### src/hdl/sac_consts.svh
// Constants for the converter control block: offsets, fields, reset values
// and conversion step counts. Definitions only.
`ifndef SAC_CONSTS_SVH
`define SAC_CONSTS_SVH

// Word-aligned byte offsets on the register bus
`define SAC_OFS_CTRL 4'h0
`define SAC_OFS_RESH 4'h4
`define SAC_OFS_RESL 4'h8
`define SAC_OFS_CLK 4'hC

// Status/control register fields
`define SAC_CTRL_DONE 7
`define SAC_CTRL_IRQEN 6
`define SAC_CTRL_CONT 5
`define SAC_CTRL_CH_HI 4

// Clock register fields
`define SAC_CLK_DIV_HI 7
`define SAC_CLK_DIV_LO 5
`define SAC_CLK_SRC 4
`define SAC_CLK_MODE_HI 3
`define SAC_CLK_MODE_LO 2

// Reset values
`define SAC_RST_CH 5'h1F
`define SAC_RST_DIV 3'h0
`define SAC_RST_SRC 1'b0
`define SAC_RST_MODE 2'h1

// Special channel codes
`define SAC_CH_OFF 5'h1F
`define SAC_CH_PINS 5'h08

// Conversion length in converter clocks, and sampling part of it
`define SAC_CONV_TICKS 5'h10
`define SAC_SAMPLE_TICKS 5'h06

`endif

### src/hdl/sac_pkg.sv
// Types for the converter control block.
// Assumes sac_consts.svh is used alongside for all numeric constants.
package sac_pkg;

   // Result layout selection
   typedef enum logic [1:0] {
      SAC_FMT_TRUNC8 = 2'h0,
      SAC_FMT_RIGHT = 2'h1,
      SAC_FMT_LEFT = 2'h2,
      SAC_FMT_LEFT_SIGNED = 2'h3
   } sac_fmt_t;

   // Sequencer states, one-hot
   typedef enum logic [2:0] {
      SAC_ST_IDLE = 3'h1,
      SAC_ST_ALIGN = 3'h2,
      SAC_ST_CONV = 3'h4
   } sac_state_t;

   // Status/control register contents
   typedef struct packed {
      logic done;
      logic irq_en;
      logic cont;
      logic [4:0] chan;
   } sac_ctrl_t;

   // Clock register contents
   typedef struct packed {
      logic [2:0] div;
      logic src_bus;
      sac_fmt_t fmt;
   } sac_clk_t;

   // Formatted result pair
   typedef struct packed {
      logic [7:0] high;
      logic [7:0] low;
   } sac_result_t;

endpackage : sac_pkg

### src/hdl/sac_top.sv
// Converter control block: Wishbone register slave, prescaler, SAR
// sequencer, result formatting with high/low interlock, pin takeover.
// Assumes an external comparator that reports input >= trial code, and a
// port block that supplies its data and direction registers.
`timescale 1ns/1ps
`include "sac_consts.svh"

module sac_top #(
   parameter int PINS = 8,
   parameter int RES_W = 10
) (
   // Clock, reset, enable
   input wire logic clk,
   input wire logic rst,
   input wire logic ce,
   // Wishbone classic slave
   input wire logic wb_cyc_i,
   input wire logic wb_stb_i,
   input wire logic wb_we_i,
   input wire logic [3:0] wb_adr_i,
   input wire logic [3:0] wb_sel_i,
   input wire logic [31:0] wb_dat_i,
   output logic [31:0] wb_dat_o,
   output logic wb_ack_o,
   // Converter clock source
   input wire logic ext_reference_clock,
   // Analog side: mux select, trial code, comparator
   output logic [4:0] selected_analog_input,
   output logic conv_power_on,
   output logic [RES_W-1:0] trial_code,
   output logic sample_hold,
   input wire logic cmp_ge,
   // Shared port pins and port logic
   input wire logic [PINS-1:0] port_data,
   input wire logic [PINS-1:0] port_dir,
   input wire logic [PINS-1:0] shared_port_pins_i,
   output logic [PINS-1:0] shared_port_pins_o,
   output logic [PINS-1:0] shared_port_pins_oe,
   output logic [PINS-1:0] port_read_data,
   // Interrupt request to the CPU
   output logic conv_irq
);

   // Registers
   sac_pkg::sac_ctrl_t ctrl_r, ctrl_nxt;
   sac_pkg::sac_clk_t clk_reg_r, clk_reg_nxt;
   sac_pkg::sac_result_t res_r, res_nxt;
   logic hold_r, hold_nxt;
   logic irq_r, irq_nxt;
   logic ack_r, ack_nxt;
   logic [31:0] dat_r, dat_nxt;
   logic ref_d_r;
   logic [3:0] pre_r, pre_nxt;
   sac_pkg::sac_state_t st_r, st_nxt;
   logic [4:0] tick_cnt_r, tick_cnt_nxt;
   logic [RES_W-1:0] trial_r, trial_nxt;
   logic [RES_W-1:0] conv_val_r, conv_val_nxt;
   logic done_r, done_nxt;
   logic [PINS-1:0] pin_o_r, pin_oe_r, prd_r;
   logic [PINS-1:0] pin_o_nxt, pin_oe_nxt, prd_nxt;
   // Registered copies of power and sample/hold for the output pins
   logic pwr_r, pwr_nxt;
   logic smp_r, smp_nxt;

   // Bus decode
   logic bus_req, wr_acc, rd_acc;
   logic wr_ctrl, wr_clk, rd_high, rd_low;
   logic adc_on;
   logic src_tick, adc_tick;
   logic [3:0] pre_max;
   logic [PINS-1:0] pin_taken;
   logic [3:0] bit_idx;

   // New request only when no ack is pending; ack drops the cycle after
   // Writes with sel[0] low are still acked but change nothing
   assign bus_req = wb_cyc_i & wb_stb_i & ~ack_r;
   assign wr_acc = bus_req & wb_we_i & wb_sel_i[0];
   assign rd_acc = bus_req & ~wb_we_i;
   assign wr_ctrl = wr_acc && wb_adr_i == `SAC_OFS_CTRL;
   assign wr_clk = wr_acc && wb_adr_i == `SAC_OFS_CLK;
   assign rd_high = rd_acc && wb_adr_i == `SAC_OFS_RESH;
   assign rd_low = rd_acc && wb_adr_i == `SAC_OFS_RESL;
   assign adc_on = ctrl_r.chan != `SAC_CH_OFF;

   // Converter clock source: bus clock each cycle or reference rising edge
   // Limitation: the reference is sampled as a level, so it must stay well
   // below half the bus clock rate or edges are lost
   assign src_tick = clk_reg_r.src_bus | (ext_reference_clock & ~ref_d_r);

   // Prescale: 1, 2, 4, 8, or 16 for any code with the top bit set
   always_comb begin
      unique case (clk_reg_r.div[1:0])
         2'h0: pre_max = 4'h0;
         2'h1: pre_max = 4'h1;
         2'h2: pre_max = 4'h3;
         default: pre_max = 4'h7;
      endcase
      if (clk_reg_r.div[2])
         pre_max = 4'hF;
   end
   assign adc_tick = src_tick && pre_r == pre_max;

   // Prescaler counts source ticks; a start write realigns it, so the
   // partial first converter cycle is never longer than one period
   always_comb begin
      pre_nxt = pre_r;
      if (wr_ctrl || !adc_on)
         pre_nxt = 4'h0;
      else if (adc_tick)
         pre_nxt = 4'h0;
      else if (src_tick)
         pre_nxt = pre_r + 4'h1;
   end

   // Bit under test during the resolve ticks
   assign bit_idx = 4'(`SAC_CONV_TICKS - 5'h1 - tick_cnt_r);

   // Sequencer: align to first converter clock, sample, then resolve bits
   always_comb begin
      st_nxt = st_r;
      tick_cnt_nxt = tick_cnt_r;
      trial_nxt = trial_r;
      conv_val_nxt = conv_val_r;
      done_nxt = 1'b0;
      unique case (st_r)
         sac_pkg::SAC_ST_IDLE: begin
         end
         sac_pkg::SAC_ST_ALIGN: begin
            // Partial cycle before the first converter edge
            if (adc_tick) begin
               st_nxt = sac_pkg::SAC_ST_CONV;
               tick_cnt_nxt = 5'h0;
            end
         end
         sac_pkg::SAC_ST_CONV: begin
            if (adc_tick) begin
               tick_cnt_nxt = tick_cnt_r + 5'h1;
               if (tick_cnt_r == `SAC_SAMPLE_TICKS - 5'h1)
                  trial_nxt = RES_W'(1) << (RES_W - 1);
               if (tick_cnt_r >= `SAC_SAMPLE_TICKS) begin
                  // Keep the trial bit only if input reaches it
                  conv_val_nxt = trial_r;
                  if (!cmp_ge)
                     conv_val_nxt[bit_idx] = 1'b0;
                  trial_nxt = conv_val_nxt;
                  if (bit_idx != 4'h0)
                     trial_nxt[bit_idx - 4'h1] = 1'b1;
               end
               if (tick_cnt_r == `SAC_CONV_TICKS - 5'h1) begin
                  done_nxt = 1'b1;
                  tick_cnt_nxt = 5'h0;
                  // Clear the trial so the comparator sees a known code
                  trial_nxt = '0;
                  if (!ctrl_r.cont)
                     st_nxt = sac_pkg::SAC_ST_IDLE;
               end
            end
         end
         default: st_nxt = sac_pkg::SAC_ST_IDLE;
      endcase
      // Start write abandons anything running and restarts
      if (wr_ctrl) begin
         st_nxt = sac_pkg::SAC_ST_ALIGN;
         tick_cnt_nxt = 5'h0;
         trial_nxt = '0;
         done_nxt = 1'b0;
      end
      if (!adc_on && !wr_ctrl)
         st_nxt = sac_pkg::SAC_ST_IDLE;
      // Power-off code in the start write wins: nothing starts
      if (wr_ctrl && wb_dat_i[`SAC_CTRL_CH_HI:0] == `SAC_CH_OFF)
         st_nxt = sac_pkg::SAC_ST_IDLE;
   end

   // Result formatting and storage
   always_comb begin
      res_nxt = res_r;
      hold_nxt = hold_r;
      if (rd_low)
         hold_nxt = 1'b0;
      else if (rd_high && clk_reg_r.fmt != sac_pkg::SAC_FMT_TRUNC8)
         hold_nxt = 1'b1;
      // Stores every completion, also in continuous mode, unless held.
      // Truncation has no pair to protect, so a hold left open from an
      // earlier mode must not block it
      if (done_r && (!hold_r ||
            clk_reg_r.fmt == sac_pkg::SAC_FMT_TRUNC8)) begin
         unique case (clk_reg_r.fmt)
            sac_pkg::SAC_FMT_TRUNC8: begin
               res_nxt.high = 8'h00;
               res_nxt.low = conv_val_r[RES_W-1 -: 8];
            end
            sac_pkg::SAC_FMT_RIGHT: begin
               res_nxt.high = {6'h00, conv_val_r[RES_W-1 -: 2]};
               res_nxt.low = conv_val_r[7:0];
            end
            sac_pkg::SAC_FMT_LEFT: begin
               res_nxt.high = conv_val_r[RES_W-1 -: 8];
               res_nxt.low = {conv_val_r[1:0], 6'h00};
            end
            sac_pkg::SAC_FMT_LEFT_SIGNED: begin
               res_nxt.high = {~conv_val_r[RES_W-1],
                  conv_val_r[RES_W-2 -: 7]};
               res_nxt.low = {conv_val_r[1:0], 6'h00};
            end
         endcase
      end
   end

   // Control and clock registers, done flag and interrupt request
   always_comb begin
      ctrl_nxt = ctrl_r;
      clk_reg_nxt = clk_reg_r;
      irq_nxt = irq_r;
      if (wr_ctrl) begin
         ctrl_nxt.irq_en = wb_dat_i[`SAC_CTRL_IRQEN];
         ctrl_nxt.cont = wb_dat_i[`SAC_CTRL_CONT];
         ctrl_nxt.chan = wb_dat_i[`SAC_CTRL_CH_HI:0];
         // Flag is read only unless interrupts are enabled
         ctrl_nxt.done = wb_dat_i[`SAC_CTRL_IRQEN] &
            wb_dat_i[`SAC_CTRL_DONE];
         irq_nxt = 1'b0;
      end
      if (wr_clk) begin
         clk_reg_nxt.div = wb_dat_i[`SAC_CLK_DIV_HI:`SAC_CLK_DIV_LO];
         clk_reg_nxt.src_bus = wb_dat_i[`SAC_CLK_SRC];
         clk_reg_nxt.fmt = sac_pkg::sac_fmt_t'(
            wb_dat_i[`SAC_CLK_MODE_HI:`SAC_CLK_MODE_LO]);
      end
      if (rd_high || rd_low) begin
         if (!ctrl_r.irq_en)
            ctrl_nxt.done = 1'b0;
         irq_nxt = 1'b0;
      end
      // Completion wins over a clear in the same cycle. With interrupts
      // on, software owns the done bit and a set bit masks the request.
      if (done_r && !wr_ctrl) begin
         if (ctrl_r.irq_en && !ctrl_r.done)
            irq_nxt = 1'b1;
         else if (!ctrl_r.irq_en)
            ctrl_nxt.done = 1'b1;
      end
      if (done_r && wr_ctrl && !wb_dat_i[`SAC_CTRL_IRQEN])
         ctrl_nxt.done = 1'b1;
      if (done_r && wr_ctrl && wb_dat_i[`SAC_CTRL_IRQEN] &&
            !wb_dat_i[`SAC_CTRL_DONE])
         irq_nxt = 1'b1;
   end

   // Bus answer: one cycle ack with registered read data
   // Ack is registered, so with ce high every transfer spans two edges, never more
   always_comb begin
      ack_nxt = bus_req;
      dat_nxt = 32'h0000_0000;
      if (rd_acc) begin
         unique case (wb_adr_i)
            `SAC_OFS_CTRL: dat_nxt[7:0] = ctrl_r;
            `SAC_OFS_RESH: dat_nxt[7:0] = res_r.high;
            `SAC_OFS_RESL: dat_nxt[7:0] = res_r.low;
            `SAC_OFS_CLK: dat_nxt[7:0] = {clk_reg_r, 2'h0};
            default: dat_nxt = 32'h0000_0000;
         endcase
      end
   end

   // Pin takeover: only a pin channel with the converter powered
   // Takeover is registered: a channel change frees or grabs its pin one
   // cycle after the control write lands
   always_comb begin
      pin_taken = '0;
      if (adc_on && ctrl_r.chan < `SAC_CH_PINS)
         pin_taken[ctrl_r.chan[2:0]] = 1'b1;
      pin_o_nxt = port_data & ~pin_taken;
      pin_oe_nxt = port_dir & ~pin_taken;
      prd_nxt = shared_port_pins_i & ~pin_taken;
   end

   // Power and sample/hold outputs come from flops; they are computed
   // from the next state so they change on the same edge as the state
   always_comb begin
      pwr_nxt = ctrl_nxt.chan != `SAC_CH_OFF;
      smp_nxt = st_nxt != sac_pkg::SAC_ST_CONV ||
         tick_cnt_nxt < `SAC_SAMPLE_TICKS;
   end

   // Register stage; clock enable freezes everything
   // Synchronous reset only; ce low holds the bus ack as well
   always_ff @(posedge clk) begin
      if (rst) begin
         ctrl_r <= '{done: 1'b0, irq_en: 1'b0, cont: 1'b0,
            chan: `SAC_RST_CH};
         clk_reg_r <= '{div: `SAC_RST_DIV, src_bus: `SAC_RST_SRC,
            fmt: sac_pkg::sac_fmt_t'(`SAC_RST_MODE)};
         res_r <= '0;
         hold_r <= 1'b0;
         irq_r <= 1'b0;
         ack_r <= 1'b0;
         dat_r <= 32'h0000_0000;
         ref_d_r <= 1'b0;
         pre_r <= 4'h0;
         st_r <= sac_pkg::SAC_ST_IDLE;
         tick_cnt_r <= 5'h0;
         trial_r <= '0;
         conv_val_r <= '0;
         done_r <= 1'b0;
         pin_o_r <= '0;
         pin_oe_r <= '0;
         prd_r <= '0;
         pwr_r <= 1'b0;
         smp_r <= 1'b1;
      end else if (ce) begin
         ctrl_r <= ctrl_nxt;
         clk_reg_r <= clk_reg_nxt;
         res_r <= res_nxt;
         hold_r <= hold_nxt;
         irq_r <= irq_nxt;
         ack_r <= ack_nxt;
         dat_r <= dat_nxt;
         ref_d_r <= ext_reference_clock;
         pre_r <= pre_nxt;
         st_r <= st_nxt;
         tick_cnt_r <= tick_cnt_nxt;
         trial_r <= trial_nxt;
         conv_val_r <= conv_val_nxt;
         done_r <= done_nxt;
         pin_o_r <= pin_o_nxt;
         pin_oe_r <= pin_oe_nxt;
         prd_r <= prd_nxt;
         pwr_r <= pwr_nxt;
         smp_r <= smp_nxt;
      end
   end

   // Outputs, all from flops
   assign wb_ack_o = ack_r;
   assign wb_dat_o = dat_r;
   assign selected_analog_input = ctrl_r.chan;
   assign conv_power_on = pwr_r;
   assign trial_code = trial_r;
   assign sample_hold = smp_r;
   assign shared_port_pins_o = pin_o_r;
   assign shared_port_pins_oe = pin_oe_r;
   assign port_read_data = prd_r;
   assign conv_irq = irq_r;

endmodule : sac_top

### config.mk
export PLATFORM = sky130hd
export DESIGN_NAME = sac_top
export DESIGN_NICKNAME = d
export VERILOG_FILES = /design/src/hdl/sac_pkg.sv /design/src/hdl/sac_top.sv
export VERILOG_INCLUDE_DIRS = /design/src /design/src/hdl
export SDC_FILE = /design/constraint.sdc
export NUM_CORES = 1
export LEC_CHECK = 0
export ABC_AREA = 1
export ABC_CLOCK_PERIOD_IN_PS = 3100
export BUFFER_PORTS_ARGS = -buffer_cell sky130_fd_sc_hd__buf_2
export CAP_MARGIN = 10
export CORE_MARGIN = 3
export CORE_UTILIZATION = 55
export CTS_CLUSTER_SIZE = 25
export DETAILED_ROUTE_END_ITERATION = 6
export PLACE_DENSITY = 0.8
export SYNTH_ARGS = -nofsm -noshare
export SYNTH_HDL_FRONTEND = slang
export SYNTH_SLANG_ARGS = --single-unit
### constraint.sdc
create_clock -name clk -period 3.1 [get_ports clk]
set_clock_uncertainty 0.15 [all_clocks]
set_input_delay 0 -clock clk [delete_from_list [all_inputs] [get_ports clk]]
set_output_delay 0 -clock clk [all_outputs]
set_load 0.005 [all_outputs]
After elaboration in Yosys (flattened, before gate mapping)

Index checks and enable logic that the tools add are counted.

Bits in registers: 125
Output and inout bits: 75
Bits of input ports: 72
Word-level logic and storage cells: 178

Bitwise gates (word level): 19
Mux-type cells: 57
$add $sub $neg: 4
Eq/ne operators: 18
$lt $le $gt $ge: 9
Reductions and logical operators: 46

Operator list:

| cell                                                              | number |
|---|---|
| 2-to-1 mux 10 bit                                                 | 11 |
| one-hot mux 16 bit (4 select lines)                               | 1 |
| one-hot mux 8 bit (4 select lines)                                | 1 |
| AND 8 bit                                                         | 3 |
| 2-to-1 mux 8 bit                                                  | 3 |
| 2-to-1 mux 3 bit                                                  | 7 |
| 2-to-1 mux 1 bit                                                  | 20 |
| 2-to-1 mux 5 bit                                                  | 4 |
| logical AND 1 bit                                                 | 19 |
| one-hot mux 3 bit (3 select lines)                                | 2 |
| 2-to-1 mux 4 bit                                                  | 4 |
| AND 10 bit                                                        | 1 |
| less-than comparator 4 x 5 -> 1 bit, second input constant        | 2 |
| inequality test 5 bit, second input constant                      | 2 |
| inverter 10 bit                                                   | 1 |
| OR 10 bit                                                         | 1 |
| one-hot mux 5 bit (2 select lines)                                | 1 |
| AND reduction 2 bit                                               | 5 |
| demux 1 bit (select 4 bit)                                        | 2 |
| equality test 4 bit, second input constant                        | 2 |
| greater-or-equal comparator 4 x 1 -> 1 bit, second input constant | 2 |
| inverter 8 bit                                                    | 1 |
| AND reduction 4 bit                                               | 2 |
| nonzero test 2 bit                                                | 4 |
| other kinds (30)                                                  | 52 |

Depth between registers and ports, before layout

Word-level depth: 18
Mapped depth: 14

Worst setup path before layout

OpenSTA, ideal clock, no wires.

Kind: register to register
Start point: register tick_cnt_r[1]
End point: register trial_r[2] (netlist: trial_code[2])
Arrival: 1467 ps
Data required time: 2815 ps
Path buffers: 1
Period minus slack after synthesis: 1753 ps
Setup slack: 1347 ps
Setup time: 135 ps
Cell stages (with the launch flop): 12
Path through: dfxtp_1 ha_1 inv_1 nor2_1 nand2_1 inv_1 nor2_2 nand2_1 nand3_2 buf_2 a31oi_1 nor3b_2

Cells in the longest elaborated chain, start to end: 18
Elaborated cells between the ends (all ways): 31

Ends and longest elaborated chain:

| what                                                                                                                           | RTL line       | text |
|---|---|---|
| start: declaration                                                                                                             | sac_top.sv:55  | `logic [4:0] tick_cnt_r, tick_cnt_nxt;` |
| start signal: assignment                                                                                                       | sac_top.sv:322 | `tick_cnt_r <= tick_cnt_nxt;` |
| subtractor 4 bit (no source line)                                                                                              | -              |  |
| less-than comparator 4 x 5 -> 1 bit (not written as such) / greater-or-equal comparator 4 x 1 -> 1 bit (equally long branches) | sac_top.sv:144 | `conv_val_nxt[bit_idx] = 1'b0;` |
| logical AND 1 bit (not written as such)                                                                                        | sac_top.sv:144 |  |
| 2-to-1 mux 1 bit (not written as such)                                                                                         | sac_top.sv:144 |  |
| demux 1 bit (select 4 bit)                                                                                                     | sac_top.sv:144 |  |
| inverter 10 bit (no source line)                                                                                               | -              |  |
| AND 10 bit (no source line)                                                                                                    | -              |  |
| 2-to-1 mux 10 bit                                                                                                              | sac_top.sv:143 | `if (!cmp_ge)` |
| (+2 left out)                                                                                                                  | -              |  |
| 2-to-1 mux 10 bit                                                                                                              | sac_top.sv:125 | `unique case (st_r)` |
| OR 10 bit (no source line)                                                                                                     | -              |  |
| 2-to-1 mux 10 bit                                                                                                              | sac_top.sv:146 | `if (bit_idx != 4'h0)` |
| 2-to-1 mux 10 bit                                                                                                              | sac_top.sv:140 | `` if (tick_cnt_r >= `SAC_SAMPLE_TICKS) begin `` |
| 2-to-1 mux 10 bit                                                                                                              | sac_top.sv:149 | `` if (tick_cnt_r == `SAC_CONV_TICKS - 5'h1) begin `` |
| 2-to-1 mux 10 bit                                                                                                              | sac_top.sv:136 | `if (adc_tick) begin` |
| 2-to-1 mux 10 bit                                                                                                              | sac_top.sv:125 |  |
| 2-to-1 mux 10 bit                                                                                                              | sac_top.sv:162 | `if (wr_ctrl) begin` |
| end signal: assignment                                                                                                         | sac_top.sv:323 | `trial_r <= trial_nxt;` |
| end: declaration                                                                                                               | sac_top.sv:56  | `logic [RES_W-1:0] trial_r, trial_nxt;` |

Parallel ways exist; a longest one is shown, timed or not. The select of a mux whose other input is x is not followed.
A chain may end at the register's enable or synchronous reset.

Final worst setup path

Start point: input port wb_sel_i[0]
End point: register trial_r[1] (netlist: trial_code[1])

Cells in the longest elaborated chain, start to end: 4
Elaborated cells between the ends (all ways): 7

Ends and longest elaborated chain:

| what                                                                             | RTL line      | text |
|---|---|---|
| start: declaration                                                               | sac_top.sv:21 | `input wire logic [3:0] wb_sel_i,` |
| AND 1 bit (*)                                                                    | sac_top.sv:77 | `assign wr_acc = bus_req & wb_we_i & wb_sel_i[0];` |
| logical AND 1 bit (no source line) (*)                                           | -             |  |
| nonzero test 4 bit (no source line) / nonzero test 2 bit (equally long branches) | -             |  |
| AND reduction 4 bit (no source line)                                             | -             |  |

Mark *: on every way between the ends. The rest lies on a longest branch, timed or not.

==> results.cfg <==
[clock_tree]
post_cts_resize_count = 0
cts_tree = done
clkLatencyLatePin_ns = 0.37
cts_buffers = 9
cts_setup_buffers = 0
numClockSinks = 101
path_clk_slew_ns = 0.10
htreeDepth = 3
cts_root_buf = clkbuf_8
clock_path_buffers = 2

[logic_synthesis]
synth_area_mm2 = 0.00527
yosysMostFrequentCell = nand2_1
yosysWarnings = 0
synthArstFlopShare = 0
synth-edff-count = 0
ys_ff_latch = 101
avgSynthCellArea_um2 = 7.28
synthCells = 724
synth-seq-area-share = 0.384
synthTopCellsByCount = nand2_1 (157), dfxtp_1 (101), a21oi_1 (76), o21ai_0 (75), inv_1 (68)
netlist.area_leader.share = 0.384
synth_area_leaders = dfxtp_1 (38%), nand2_1 (11%), a21oi_1 (7.2%)
yosysTopAreaCell = dfxtp_1
ys.flop_type = dfxtp_1
synth.distinct_cells = 46

[floorplanning]
start_util = 0.568
dieArea_mm2 = 0.0108
num_rows = 35
die_width_um = 104
core_area_mm2 = 0.00928
ioPinCount = 147
die_h_um = 104

[final_layout]
multi_input_area_mm2 = 0.00266
n_fill_cell = 803
area_growth_pct = 18.9
drive_gt1_frac = 0.191
nets = 918
regArea_mm2 = 0.00202
antenna_cells = 0

[critical_path]
worstPathMaxFanout = 20
arrival_ns = 2.89
required_ns = 3.23
crit_type = primary input to flop
end_kind = flop
cp-start-kind = primary input

[flow_run]
cap_violations = 0

[power_and_ir_drop]
p_per_area_mw_per_mm2 = 389
total_power_w = 0.00243
leakage_nw = 2.81
peakVddDrop_mv = 0.238

[sta]
rsz0062_at_grt = false
period_share = 0.888
finalCriticalPeriod_ns = 2.75
finalSetupTns_ns = 0
slew_headroom = 0.370
hold_violations = 0
setup_viol = 0
finalMaxSlewViolations = 0
worstMarginPinSlew_ns = 0.944
max_freq_mhz = 363

[hold_path]
hp-class = primary input to flop

[route]
drtAntennaViolNets = 0
via_per_inst = 5.62
first_iter_violations = 518
wl_per_cell_um = 15.3
drc_errors = 0
first_pass_iters = 5
postRouteWirelength_mm = 14.9
vias = 5475

[placed_design]
port_buffers = 95
dp_hpwl_mm = 10.2
place.gp.congestion = 0.876

[global_routing]
grt_pass1_wl_mm = 24.4
antenna_found_initial = 0
grt_pass1_vias = 5042
grtUsageTotal = 0.272
grt_start_max_net_pins = 43
grt_overflow_total = 0

[run_status]
outcome = finished, final reports clean
==> cell usage in the layout (no fill, tap or decap), types with 4 or more instances in the layout <==
cell,instances
a21oi_1,76
a21oi_2,5
a221oi_1,8
a31oi_1,11
buf_2,95
buf_4,5
clkbuf_8,10
conb_1,24
dfxtp_1,101
dlygate4sd3_1,43
ha_1,6
inv_1,68
inv_2,5
nand2_1,157
nand2_2,5
nand3_1,30
nand4_1,6
nor2_1,37
nor2_4,4
nor3_1,8
nor3_2,6
o2111ai_1,6
o211ai_1,6
o21ai_0,75
==> path summary, 6_finish.rpt <==
kind | from | end | slack [ns] | cells past startpoint
worst max-delay path | wb_sel_i[0] | trial_code[1] | 0.35 | 12
worst min-delay path | wb_adr_i[0] | wb_dat_o[5] | 0.02 | 6
worst max register to register | wb_ack_o | hold_r | 0.48 | 8
worst min register to register | wb_dat_o[5] | wb_dat_o[5] | 0.32 | 2
==> cell type report <==
cell class | count | share of cell area
timing repair buffer | 143 | 0.151
multi-input combinational | 509 | 0.425
clock inverter | 6 | 0.00739
clock buffer | 10 | 0.0220
tap | 129 | 0.0258
inverter | 76 | 0.0465
sequential | 101 | 0.323
==> routing by layer <==
| metal | wire (µm) | GRT usage | vias to the layer above | part of all wire |
|---|---|---|---|---|
| met5 | 0 | 0 | - | 0 |
| met4 | 471 | 0.0978 | 0 | 0.032 |
| met3 | 1220 | 0.0453 | 65 | 0.082 |
| met2 | 7160 | 0.453 | 275 | 0.48 |
| met1 | 6060 | 0.357 | 2525 | 0.41 |
| li1 | - | - | 2610 | - |
==> critical path: stages <==
cell,delay [ns]
dlygate4sd3_1,0.56
buf_2,0.13
nand2_1,0.06
dlygate4sd3_1,0.56
nor2_2,0.07
nand2_4,0.19
inv_4,0.09
nor2_2,0.45
nand2_1,0.14
nand3_2,0.32
a31oi_1,0.08
nor3b_1,0.23
==> kinds of logic (layout without fill, tap and decap cells) <==
kind of cell,after synthesis,after routing,synth area share
flip-flops,101,101,0.384
buffers and inverters,137,235,0.128
AO/OA/AOI/OAI,204,204,0.222
AND/OR/NAND/NOR,272,272,0.247
other,1,24,0.000712
adder cells (fa/ha/maj),6,6,0.0142
XOR/XNOR,3,3,0.00499
==> timing repair <==
item | in CTS | in global routing
hold endpoints to repair | 47 | 0
endpoints found under the setup margin | 0 | 0
hold buffers | 43 | 0
==> power breakdown <==
part	internal (W)	leakage [nW]	total (W)	switching, W
Clock	0.000321	0.0946	0.000797	0.000476
Combinational	0.000120	1.90	0.000289	0.000169
Sequential	0.00133	0.822	0.00135	0.0000202
==> sequential cells by signal, indices dropped and copies added (netlist names), 5 cells and up <==
register,flops
clk_reg_r,6
conv_val_r,10
port_read_data,8
res_r,16
selected_analog_input,5
shared_port_pins_o,8
shared_port_pins_oe,8
tick_cnt_r,5
trial_code,10
wb_dat_o,8
==> per-stage QoR <==
stage	utilization	instance area [µm²]	worst slack, ns	hold WS, ns	instances
after CTS	0.675	6260	0.436	0.00941	974
after global routing	0.675	6260	0.211	0.0505	974
after floorplan	-	5360	1.35	-0.0196	747
after detailed placement	0.608	5650	0.749	0.0909	915
after global placement	0.608	5650	0.818	0.0874	915
final	0.675	6260	0.348	0.0192	974
No activity file was read; power rests on OpenSTA's default activity.
